[config.mk]
export PLATFORM = sky130hd
export DESIGN_NAME = hse_led_encoder
export DESIGN_NICKNAME = d
export VERILOG_FILES = /design/src/inc/hse_pkg.sv /design/src/verilog/hse_blink_gen.sv /design/src/verilog/hse_led_drive.sv /design/src/verilog/hse_led_encoder.sv
export SDC_FILE = /design/constraint.sdc
export NUM_CORES = 1
export LEC_CHECK = 0
export BUFFER_PORTS_ARGS = -buffer_cell sky130_fd_sc_hd__buf_2
export CAP_MARGIN = 20
export CORE_MARGIN = 2
export CORE_UTILIZATION = 41
export CTS_CLUSTER_DIAMETER = 50
export DETAILED_ROUTE_END_ITERATION = 8
export PLACE_DENSITY = 0.65
export SLEW_MARGIN = 20
export SYNTH_ARGS = -nofsm -noshare
export SYNTH_HDL_FRONTEND = slang
export SYNTH_HIERARCHICAL = 1
export SYNTH_SLANG_ARGS = --single-unit
[constraint.sdc]
create_clock -name clk -period 3.75 [get_ports clk]
set_input_delay 0.1875 -clock clk [delete_from_list [all_inputs] [get_ports clk]]
set_output_delay 0.1875 -clock clk [all_outputs]
set_load 0.01 [all_outputs]
[src/inc/hse_pkg.sv]
// Constants and types shared by the hub status LED encoder.
// Function
// - Supply LED: off, flash green, steady green.
// - Mode LED follows init, run, wait, standby, isolation.
// - Input LED shows short, standby, isolation, both.
// - Each Ethernet LED: off, link green, traffic flashing.
// - System LED: off, green flash fault, red failure.
// - Wireless LED off standalone, green in wireless.
// - Pairing flashes system and wireless red together; a component failure keeps system steady red.
// - Regulator LED slow green without IO-Link device.
// - Regulator LED fast green on device errors.
// - Regulator LED steady green while device communicates.
// - Regulator LED steady red on port short.
// - Switched regulator output shows orange or off.
// - Standby port LED: off, orange, red short.
package hse_pkg;

  // Timing.
  localparam int CLK_PERIOD_NS    = 10;
  localparam int TICK_PERIOD_NS   = 1000000;
  localparam int TICK_CYCLES_DFLT = TICK_PERIOD_NS / CLK_PERIOD_NS;
  localparam int TICKS_PER_SEC    = 1000;
  localparam int FAST_FLASH_HZ    = 2;
  localparam int HALF_TICKS       = TICKS_PER_SEC / (2 * FAST_FLASH_HZ);

  // Colour codes: orange lights both dies.
  localparam logic [1:0] COL_OFF = 2'h0;
  localparam logic [1:0] COL_GRN = 2'h1;
  localparam logic [1:0] COL_RED = 2'h2;
  localparam logic [1:0] COL_ORG = 2'h3;

  typedef enum logic [1:0] {PAT_STEADY, PAT_SLOW, PAT_FAST} hse_pat_e;

  typedef enum logic [2:0] {
    OP_INIT, OP_RUN, OP_WAIT_SB, OP_STANDBY, OP_ISOLATE
  } hse_op_e;

  // LED indices.
  localparam int NLED     = 10;
  localparam int LED_SUP  = 0;
  localparam int LED_OP   = 1;
  localparam int LED_INP  = 2;
  localparam int LED_ETH0 = 3;
  localparam int NETH     = 2;
  localparam int LED_SYS  = 5;
  localparam int LED_SAW  = 6;
  localparam int LED_VLV  = 7;
  localparam int LED_REG  = 8;
  localparam int LED_SBP  = 9;

  // Register byte offsets.
  localparam logic [11:0] OFS_CTRL = 12'h000;
  localparam logic [11:0] OFS_STAT = 12'h004;
  localparam logic [11:0] OFS_MASK = 12'h008;
  localparam logic [11:0] OFS_LEDS = 12'h00c;

  // Fields.
  localparam int CTRL_SWITCHED = 0;
  localparam logic [31:0] CTRL_RST = 32'h0000_0000;
  localparam int NEVT          = 8;
  localparam logic [7:0] EVT_RST = 8'h00;
  localparam int EVT_SUP_ABN   = 0;
  localparam int EVT_IN_SHORT  = 1;
  localparam int EVT_OUT_SHORT = 2;
  localparam int EVT_COMP_FAIL = 3;
  localparam int EVT_VLV_SHORT = 4;
  localparam int EVT_REG_SHORT = 5;
  localparam int EVT_REG_ERR   = 6;
  localparam int EVT_SBP_SHORT = 7;
  localparam int LEDS_GRN_LSB  = 0;
  localparam int LEDS_RED_LSB  = 16;

endpackage

[src/verilog/hse_blink_gen.sv]
// Blink phase generator: millisecond enable and two in-phase rates.
`timescale 1ns/10ps
module hse_blink_gen #(
  parameter int TICK_CYCLES = hse_pkg::TICK_CYCLES_DFLT
) (
  // System
  input  wire logic clk,
  input  wire logic rst_n,
  // Phases
  output logic      fast_q,
  output logic      slow_q
);

  localparam int TW = $clog2(TICK_CYCLES + 1);
  localparam logic [TW-1:0] TICK_LAST = TW'(TICK_CYCLES - 1);
  localparam logic [7:0] HALF_LAST = 8'(hse_pkg::HALF_TICKS - 1);

  logic [TW-1:0] tcnt_q;
  logic [TW-1:0] tcnt_d;
  logic [7:0]    hcnt_q;
  logic [7:0]    hcnt_d;
  logic          tick;
  logic          fast_d;
  logic          slow_d;

  // Slow toggles only as fast falls, so both rates share edges.
  always_comb
  begin
    tick   = (tcnt_q == TICK_LAST);
    tcnt_d = tick ? '0 : tcnt_q + TW'(1);
    hcnt_d = hcnt_q;
    fast_d = fast_q;
    slow_d = slow_q;
    if (tick)
    begin
      hcnt_d = (hcnt_q == HALF_LAST) ? 8'h00 : hcnt_q + 8'h01;
      if (hcnt_q == HALF_LAST)
      begin
        fast_d = !fast_q;
        slow_d = fast_q ? !slow_q : slow_q;
      end
    end
  end

  always_ff @(posedge clk or negedge rst_n)
  begin
    if (!rst_n)
    begin
      tcnt_q <= '0;
      hcnt_q <= 8'h00;
      fast_q <= 1'b0;
      slow_q <= 1'b0;
    end
    else
    begin
      tcnt_q <= tcnt_d;
      hcnt_q <= hcnt_d;
      fast_q <= fast_d;
      slow_q <= slow_d;
    end
  end
endmodule

[src/verilog/hse_led_drive.sv]
// One bicolour LED driver: colour and pattern to registered dies.
`timescale 1ns/10ps
module hse_led_drive (
  // System
  input  wire logic             clk,
  input  wire logic             rst_n,
  // Selection
  input  wire logic [1:0]       colour,
  input  hse_pkg::hse_pat_e     pattern,
  input  wire logic             fast_ph,
  input  wire logic             slow_ph,
  // LED dies
  output logic                  grn_q,
  output logic                  red_q
);

  logic lit;
  logic grn_d;
  logic red_d;

  always_comb
  begin
    case (pattern)
      hse_pkg::PAT_STEADY: lit = 1'b1;
      hse_pkg::PAT_SLOW:   lit = slow_ph;
      hse_pkg::PAT_FAST:   lit = fast_ph;
      default:             lit = 1'b0;
    endcase
    grn_d = lit && colour[0];
    red_d = lit && colour[1];
  end

  always_ff @(posedge clk or negedge rst_n)
  begin
    if (!rst_n)
    begin
      grn_q <= 1'b0;
      red_q <= 1'b0;
    end
    else
    begin
      grn_q <= grn_d;
      red_q <= red_d;
    end
  end
endmodule

[src/verilog/hse_led_encoder.sv]
// Hub status LED encoder with APB registers and event interrupt.
`timescale 1ns/10ps
module hse_led_encoder #(
  parameter int TICK_CYCLES = hse_pkg::TICK_CYCLES_DFLT
) (
  // System
  input  wire logic        clk,
  input  wire logic        rst_n,
  // APB slave
  input  wire logic        psel,
  input  wire logic        penable,
  input  wire logic        pwrite,
  input  wire logic [11:0] paddr,
  input  wire logic [31:0] pwdata,
  output logic [31:0]      prdata,
  output logic             pready,
  output logic             pslverr,
  // Interrupt
  output logic             irq,
  // Supply and mode
  input  wire logic        supply_present,
  input  wire logic        supply_abnormal,
  input  wire logic [2:0]  op_state,
  // Standby and isolation inputs
  input  wire logic        standby_in,
  input  wire logic        isolation_in,
  input  wire logic        input_short,
  // Ethernet ports
  input  wire logic [1:0]  eth_link,
  input  wire logic [1:0]  eth_act,
  // Remote type
  input  wire logic        remote_type,
  input  wire logic        output_short,
  input  wire logic        component_fail,
  input  wire logic        wireless_mode,
  input  wire logic        pairing,
  // Valve port
  input  wire logic        supply_valve_output,
  input  wire logic        valve_short,
  // Regulator port
  input  wire logic        reg_dev_connected,
  input  wire logic        reg_dev_comm,
  input  wire logic        reg_mismatch,
  input  wire logic        reg_map_err,
  input  wire logic        reg_ds_err,
  input  wire logic        reg_short_24v,
  input  wire logic        reg_short_cq,
  input  wire logic        regulator_switched_output,
  // Standby port
  input  wire logic        sb_port_in,
  input  wire logic        sb_port_short,
  // LED dies
  output logic [9:0]       led_grn,
  output logic [9:0]       led_red
);

  localparam int NL = hse_pkg::NLED;
  function automatic logic [3:0] show(input logic [1:0] c,
                                      input hse_pkg::hse_pat_e p);
    show = {p, c};
  endfunction
  localparam logic [3:0] DARK = 4'h0;
  hse_pkg::hse_op_e op_q;
  hse_pkg::hse_op_e op_d;
  logic [3:0]       sel [NL];
  logic             fast_ph;
  logic             slow_ph;
  logic             reg_short;
  logic             reg_err;
  logic             sw_mode;

  // Register state.
  logic [31:0]      ctrl_q;
  logic [31:0]      ctrl_d;
  logic [7:0]       stat_q;
  logic [7:0]       stat_d;
  logic [7:0]       mask_q;
  logic [7:0]       mask_d;
  logic [7:0]       flt_q;
  logic [7:0]       flt;
  logic [31:0]      rdata_d;
  logic             slverr_d;
  logic             irq_d;
  logic             setup;
  logic             wr;
  logic             hit;

  assign reg_short = reg_short_24v || reg_short_cq;
  assign reg_err   = reg_mismatch || reg_map_err || reg_ds_err;
  assign sw_mode   = ctrl_q[hse_pkg::CTRL_SWITCHED];

  // Undefined mode codes fall back to initialization, the dark state.
  always_comb
  begin
    if (op_state <= 3'(hse_pkg::OP_ISOLATE))
      op_d = hse_pkg::hse_op_e'(op_state);
    else
      op_d = hse_pkg::OP_INIT;
  end

  always_comb
  begin
    for (int i = 0; i < NL; i++)
      sel[i] = DARK;

    if (!supply_present)
      sel[hse_pkg::LED_SUP] = DARK;
    else if (supply_abnormal)
      sel[hse_pkg::LED_SUP] = show(hse_pkg::COL_GRN, hse_pkg::PAT_SLOW);
    else
      sel[hse_pkg::LED_SUP] = show(hse_pkg::COL_GRN, hse_pkg::PAT_STEADY);

    case (op_q)
      hse_pkg::OP_RUN:
        sel[hse_pkg::LED_OP] = show(hse_pkg::COL_GRN, hse_pkg::PAT_STEADY);
      hse_pkg::OP_WAIT_SB:
        sel[hse_pkg::LED_OP] = show(hse_pkg::COL_GRN, hse_pkg::PAT_SLOW);
      hse_pkg::OP_STANDBY:
        sel[hse_pkg::LED_OP] = show(hse_pkg::COL_ORG, hse_pkg::PAT_STEADY);
      hse_pkg::OP_ISOLATE:
        sel[hse_pkg::LED_OP] = show(hse_pkg::COL_ORG, hse_pkg::PAT_SLOW);
      default:
        sel[hse_pkg::LED_OP] = DARK;
    endcase

    // A short outranks whatever the inputs claim.
    if (input_short)
      sel[hse_pkg::LED_INP] = show(hse_pkg::COL_GRN, hse_pkg::PAT_SLOW);
    else if (standby_in && isolation_in)
      sel[hse_pkg::LED_INP] = show(hse_pkg::COL_ORG, hse_pkg::PAT_STEADY);
    else if (isolation_in)
      sel[hse_pkg::LED_INP] = show(hse_pkg::COL_ORG, hse_pkg::PAT_SLOW);
    else if (standby_in)
      sel[hse_pkg::LED_INP] = show(hse_pkg::COL_GRN, hse_pkg::PAT_STEADY);

    for (int p = 0; p < hse_pkg::NETH; p++)
    begin
      if (eth_link[p] && eth_act[p])
        sel[hse_pkg::LED_ETH0 + p] =
          show(hse_pkg::COL_GRN, hse_pkg::PAT_SLOW);
      else if (eth_link[p])
        sel[hse_pkg::LED_ETH0 + p] =
          show(hse_pkg::COL_GRN, hse_pkg::PAT_STEADY);
    end

    // The system and wireless LEDs exist only on the remote hub.
    if (remote_type)
    begin
      if (component_fail)
        sel[hse_pkg::LED_SYS] = show(hse_pkg::COL_RED, hse_pkg::PAT_STEADY);
      else if (pairing)
        sel[hse_pkg::LED_SYS] = show(hse_pkg::COL_RED, hse_pkg::PAT_SLOW);
      else if (supply_abnormal || output_short)
        sel[hse_pkg::LED_SYS] = show(hse_pkg::COL_GRN, hse_pkg::PAT_SLOW);
      if (pairing)
        sel[hse_pkg::LED_SAW] = show(hse_pkg::COL_RED, hse_pkg::PAT_SLOW);
      else if (wireless_mode)
        sel[hse_pkg::LED_SAW] = show(hse_pkg::COL_GRN, hse_pkg::PAT_STEADY);
    end

    if (valve_short)
      sel[hse_pkg::LED_VLV] = show(hse_pkg::COL_RED, hse_pkg::PAT_STEADY);
    else if (supply_valve_output)
      sel[hse_pkg::LED_VLV] = show(hse_pkg::COL_ORG, hse_pkg::PAT_STEADY);

    if (reg_short)
      sel[hse_pkg::LED_REG] = show(hse_pkg::COL_RED, hse_pkg::PAT_STEADY);
    else if (sw_mode)
    begin
      if (regulator_switched_output)
        sel[hse_pkg::LED_REG] = show(hse_pkg::COL_ORG, hse_pkg::PAT_STEADY);
    end
    else if (!reg_dev_connected)
      sel[hse_pkg::LED_REG] = show(hse_pkg::COL_GRN, hse_pkg::PAT_SLOW);
    else if (reg_err)
      sel[hse_pkg::LED_REG] = show(hse_pkg::COL_GRN, hse_pkg::PAT_FAST);
    else if (reg_dev_comm)
      sel[hse_pkg::LED_REG] = show(hse_pkg::COL_GRN, hse_pkg::PAT_STEADY);

    if (sb_port_short)
      sel[hse_pkg::LED_SBP] = show(hse_pkg::COL_RED, hse_pkg::PAT_STEADY);
    else if (sb_port_in)
      sel[hse_pkg::LED_SBP] = show(hse_pkg::COL_ORG, hse_pkg::PAT_STEADY);
  end

  hse_blink_gen #(
    .TICK_CYCLES (TICK_CYCLES)
  ) u_blink (
    .clk    (clk),
    .rst_n  (rst_n),
    .fast_q (fast_ph),
    .slow_q (slow_ph)
  );

  // Every LED shares one phase source, so pairing flashes stay in step.
  for (genvar g = 0; g < NL; g++)
  begin : g_led
    hse_led_drive u_drv (
      .clk     (clk),
      .rst_n   (rst_n),
      .colour  (sel[g][1:0]),
      .pattern (hse_pkg::hse_pat_e'(sel[g][3:2])),
      .fast_ph (fast_ph),
      .slow_ph (slow_ph),
      .grn_q   (led_grn[g]),
      .red_q   (led_red[g])
    );
  end

  // Read data is captured in the setup cycle so prdata is a flop.
  assign setup  = psel && !penable;
  assign wr     = psel && penable && pwrite;
  assign pready = psel && penable;
  assign hit    = (paddr == hse_pkg::OFS_CTRL) ||
                  (paddr == hse_pkg::OFS_STAT) ||
                  (paddr == hse_pkg::OFS_MASK) ||
                  (paddr == hse_pkg::OFS_LEDS);

  always_comb
  begin
    flt = '0;
    flt[hse_pkg::EVT_SUP_ABN]   = supply_present && supply_abnormal;
    flt[hse_pkg::EVT_IN_SHORT]  = input_short;
    flt[hse_pkg::EVT_OUT_SHORT] = output_short;
    flt[hse_pkg::EVT_COMP_FAIL] = component_fail;
    flt[hse_pkg::EVT_VLV_SHORT] = valve_short;
    flt[hse_pkg::EVT_REG_SHORT] = reg_short;
    flt[hse_pkg::EVT_REG_ERR]   = reg_err && !sw_mode;
    flt[hse_pkg::EVT_SBP_SHORT] = sb_port_short;

    ctrl_d = ctrl_q;
    mask_d = mask_q;
    stat_d = stat_q;
    if (wr && paddr == hse_pkg::OFS_CTRL)
      ctrl_d = pwdata & 32'h0000_0001;
    if (wr && paddr == hse_pkg::OFS_MASK)
      mask_d = pwdata[7:0];
    if (wr && paddr == hse_pkg::OFS_STAT)
      stat_d = stat_q & ~pwdata[7:0];
    // A new fault wins over a clear in the same cycle.
    stat_d = stat_d | (flt & ~flt_q);
    irq_d  = |(stat_d & mask_d);

    rdata_d  = prdata;
    slverr_d = pslverr;
    if (setup)
    begin
      rdata_d  = 32'h0000_0000;
      slverr_d = !hit;
      case (paddr)
        hse_pkg::OFS_CTRL: rdata_d = ctrl_q;
        hse_pkg::OFS_STAT: rdata_d[7:0] = stat_q;
        hse_pkg::OFS_MASK: rdata_d[7:0] = mask_q;
        hse_pkg::OFS_LEDS:
        begin
          rdata_d[hse_pkg::LEDS_GRN_LSB +: NL] = led_grn;
          rdata_d[hse_pkg::LEDS_RED_LSB +: NL] = led_red;
        end
        default: rdata_d = 32'h0000_0000;
      endcase
    end
  end

  always_ff @(posedge clk or negedge rst_n)
  begin
    if (!rst_n)
    begin
      op_q    <= hse_pkg::OP_INIT;
      ctrl_q  <= hse_pkg::CTRL_RST;
      mask_q  <= hse_pkg::EVT_RST;
      stat_q  <= hse_pkg::EVT_RST;
      flt_q   <= hse_pkg::EVT_RST;
      irq     <= 1'b0;
      prdata  <= 32'h0000_0000;
      pslverr <= 1'b0;
    end
    else
    begin
      op_q    <= op_d;
      ctrl_q  <= ctrl_d;
      mask_q  <= mask_d;
      stat_q  <= stat_d;
      flt_q   <= flt;
      irq     <= irq_d;
      prdata  <= rdata_d;
      pslverr <= slverr_d;
    end
  end
endmodule
==> metrics.json <==
{
  "critical_path": {
    "regToRegSetupSlack_ps": 1550,
    "timing.critical_path.from_type": "flop",
    "worstPathMaxFanout": 14,
    "timing.critical_path.arrival_ps": 2440,
    "timing.rr.end": "u_blink/hcnt_q[6]",
    "criticalPathCategory": "reg2reg",
    "startpoint": "u_blink/tcnt_q[5]",
    "critPathCaptureType": "flop",
    "worstRegToRegCells": 4,
    "critical_path.reg2reg.startpoint": "u_blink/tcnt_q[5]",
    "worst_ep_required_time_ps": 3980
  },
  "route": {
    "routed_wirelength_mm": 11.2,
    "post_detailed_route_count_of_antenna_violating_nets": 0,
    "route.detailed.wl_per_inst_um": 14.4,
    "drt_pre_antenna_iters": 4,
    "drt-vias-per-instance": 5.06,
    "detailroute.via_count": 3938,
    "detail_route.drc_violations": 0,
    "detailedRoute.firstIterationViolations": 189
  },
  "finish": {
    "finish.cell_count_without_fillers": 778,
    "n_fill_cell": 1116,
    "synthesis_to_layout_area_growth_pct": 19.6,
    "antenna_cells": 0,
    "post_route_cells_drive_above_1_share_pct": 29.0,
    "finish.net_count": 686
  },
  "job": {
    "maxCapViolations": 0
  },
  "global_route": {
    "groute.usage.overall_pct": 17.6,
    "vias_in_the_first_global_route": 3801,
    "grt_remaining_overflow": 0,
    "grt_pass1_wl_mm": 18.4,
    "grt_max_degree": 78,
    "antenna_violations_before_repair": 0
  },
  "clocking": {
    "clock-sinks": 97,
    "cts_htree_levels": 3,
    "cts.root.buffer_cell": "sky130_fd_sc_hd__clkbuf_16",
    "tritoncts.num_buffers": 9,
    "cts_tree": "done",
    "cts-root-to-sink-buffers": 2,
    "insertion_delay_ps": 340,
    "worst_setup_hold_path_clk_slew_ps": 70,
    "cts_setup_buffers": 0
  },
  "power_and_ir_drop": {
    "power.switching_fraction_pct": 23.5,
    "combinational_group_share_of_total_power_pct": 8.4,
    "power.internal_uw": 1680,
    "switchingPower_uw": 515,
    "clockPowerShare_pct": 42.8,
    "power.static_leakage_uw": 0.00287,
    "vdd_drop_max_v": 0.000166,
    "power_density_nw_per_um2": 361,
    "seq_power_share_pct": 48.9
  },
  "logic_synthesis": {
    "post_synth_inst_count": 483,
    "yosysMostFrequentCell": "sky130_fd_sc_hd__dfrtp_1",
    "synth_area_um2": 5080,
    "synth_sequential_area_ratio_pct": 47.7,
    "post-synth-top-area-cell": "sky130_fd_sc_hd__dfrtp_1",
    "synth_largest_type_area_fraction_pct": 47.7,
    "synth_top_cells_by_area": "sky130_fd_sc_hd__dfrtp_1 (48%), sky130_fd_sc_hd__nand2_1 (3.7%), sky130_fd_sc_hd__o21ai_2 (3.4%), sky130_fd_sc_hd__nand2b_1 (3.2%), sky130_fd_sc_hd__nand3b_1 (3.1%)",
    "synthFlopType": "sky130_fd_sc_hd__dfrtp_1",
    "ys_warn_count": 6,
    "ys_seq_elements": 97,
    "synth.distinct_cells": 60,
    "number_of_enable_type_register_cells_in_the_synthesized_netlist": 0,
    "syn-mean-instance-area_um2": 10.5,
    "synth_async_sr_flop_share_pct": 100,
    "most_common_library_cells_after_synthesis": "sky130_fd_sc_hd__dfrtp_1 (97), sky130_fd_sc_hd__nand2_1 (50), sky130_fd_sc_hd__nand2b_1 (26), sky130_fd_sc_hd__nand3b_1 (21), sky130_fd_sc_hd__nor2_1 (21)"
  },
  "timing": {
    "clock-skew-final_ps": 8.65,
    "max_freq_mhz": 454,
    "period_share_pct": 58.8,
    "setup_viol": 0,
    "slew_violations": 0,
    "slew-limit-headroom_pct": 30.7,
    "final.hold.worst_slack_ps": -13.0,
    "worst_slew_pin_slew_ps": 1040,
    "final-hold-violation-count": 6,
    "rsz0062_at_grt": "no",
    "fin_crit_ps": 2200,
    "tns_ps": 0
  },
  "outcome": {
    "status": "complete, but fails checks",
    "violations": "hold timing"
  },
  "die": {
    "floorplan.io_pins": 133,
    "core_region_area_um2": 12100,
    "initial_core_util_pct": 42.2,
    "row_cnt": 40,
    "die-area_um2": 13300,
    "die_w_um": 115,
    "fp.dieH_um": 115
  },
  "place": {
    "gpl.final_weighted_congestion": 0.833,
    "place_inst": 760,
    "port_buffers": 96,
    "dp.final_hpwl_mm": 8.27
  },
  "worst_hold_path": {
    "worstHoldPathType": "in2async"
  }
}
## how the worst max path moves through the flow
stage	to	slack (ps)	depth (start not counted)
final	u_blink/hcnt_q[6]	1550	4
after global routing	u_blink/hcnt_q[6]	1420	4
after CTS	u_blink/hcnt_q[4]	1560	4
after detailed placement	irq	1420	6
after global placement	irq	1450	6
after floorplan	u_blink/hcnt_q[0]	1830	5
## routing by layer
metal  routed length (um)  global-route usage, %  vias up
met3                  589                   3.11        8
met2                 5620                   29.4      101
met1                 4930                   23.0     1911
met5                    0                      0        -
li1                     -                      -     1918
met4                  106                   6.10        0
## metrics by stage
stage / worst slack [ps] / total power, uW / instance area [um^2] / utilization (%)
after CTS: 1560 / 2220 / 6080 / 50.4
after global routing: 1420 / 2280 / 6080 / 50.4
after global placement: 1450 / 1270 / 5760 / 47.7
final: 1550 / 2190 / 6080 / 50.4
after floorplan: 1830 / 1190 / 5240 / -
after detailed placement: 1420 / 1270 / 5760 / 47.7
## cell type report
class	count	area, um^2	area share, %
Timing Repair Buffer	100	518	8.52
Sequential cell	97	2430	39.9
Clock buffer	11	243	3.99
Tap cell	168	210	3.46
Multi-Input combinational cell	385	2580	42.4
Inverter	12	45.0	0.740
Clock inverter	5	62.6	1.03
## critical path, cell delays in order, from the launching register on
cell	delay (ps)
sky130_fd_sc_hd__dfrtp_1	430
sky130_fd_sc_hd__or4_4	550
sky130_fd_sc_hd__or3_4	440
sky130_fd_sc_hd__or2_0	360
sky130_fd_sc_hd__o31ai_1	310
## sequential cells by signal (all words and copies together) (netlist names), 3 cells and up
name and count:
mask_q 8, u_blink/tcnt_q 17, u_blink/hcnt_q 8, flt_q 8, g_led.u_drv/red_q 10, op_q 3, prdata 20, stat_q 8
g_led.u_drv/grn_q 10
## power groups by stage
stage	Combinational, uW	Clock (uW)	Sequential [uW]
after global routing	205	1000	1070
after detailed placement	183	0	1090
after CTS	185	963	1070
after floorplan	99.3	0	1090
after global placement	178	0	1090
final	183	939	1070
## what timing repair did
item                                   in CTS  in global routing
gates resized for setup                     0                  0
hold buffers                                2                  0
endpoints found under the hold margin       2                  0
## cells in the final DEF (no fill, tap or decap), types with 3 or more instances in the layout
cell,instances
sky130_fd_sc_hd__xnor2_1,9
sky130_fd_sc_hd__a22oi_1,7
sky130_fd_sc_hd__nor2_1,21
sky130_fd_sc_hd__buf_2,95
sky130_fd_sc_hd__o21ai_2,20
sky130_fd_sc_hd__nand3b_1,21
sky130_fd_sc_hd__o21ai_0,9
sky130_fd_sc_hd__nor4_1,3
sky130_fd_sc_hd__clkbuf_16,9
sky130_fd_sc_hd__nor3_1,8
sky130_fd_sc_hd__a22o_1,12
sky130_fd_sc_hd__or2_2,4
sky130_fd_sc_hd__nor2b_1,8
sky130_fd_sc_hd__ha_1,3
sky130_fd_sc_hd__conb_1,42
sky130_fd_sc_hd__o31ai_1,17
sky130_fd_sc_hd__nor4_4,3
sky130_fd_sc_hd__a21o_1,9
sky130_fd_sc_hd__mux2_2,10
sky130_fd_sc_hd__buf_4,3
sky130_fd_sc_hd__or4_1,4
sky130_fd_sc_hd__nand3_1,13
sky130_fd_sc_hd__dfrtp_1,97
sky130_fd_sc_hd__xor2_1,7
sky130_fd_sc_hd__and2_1,6
sky130_fd_sc_hd__nand2b_1,26
sky130_fd_sc_hd__and3_1,5
sky130_fd_sc_hd__nor2b_4,10
sky130_fd_sc_hd__inv_1,12
sky130_fd_sc_hd__o22ai_1,20
sky130_fd_sc_hd__nand2_1,50
sky130_fd_sc_hd__a21oi_1,5
## kinds of logic (layout without fill, tap and decap cells)
family,after synthesis,count (layout),synth area share [%]
simple gates,206,206,25.7
compound gates,106,106,15.6
flops,97,97,47.7
buf+inv,42,128,4.60
xor+xnor,16,16,2.76
mux,12,12,2.85
fa+ha+maj,3,3,0.738
other cells,1,42,0.0737
No activity file was read; power rests on OpenSTA's default activity.
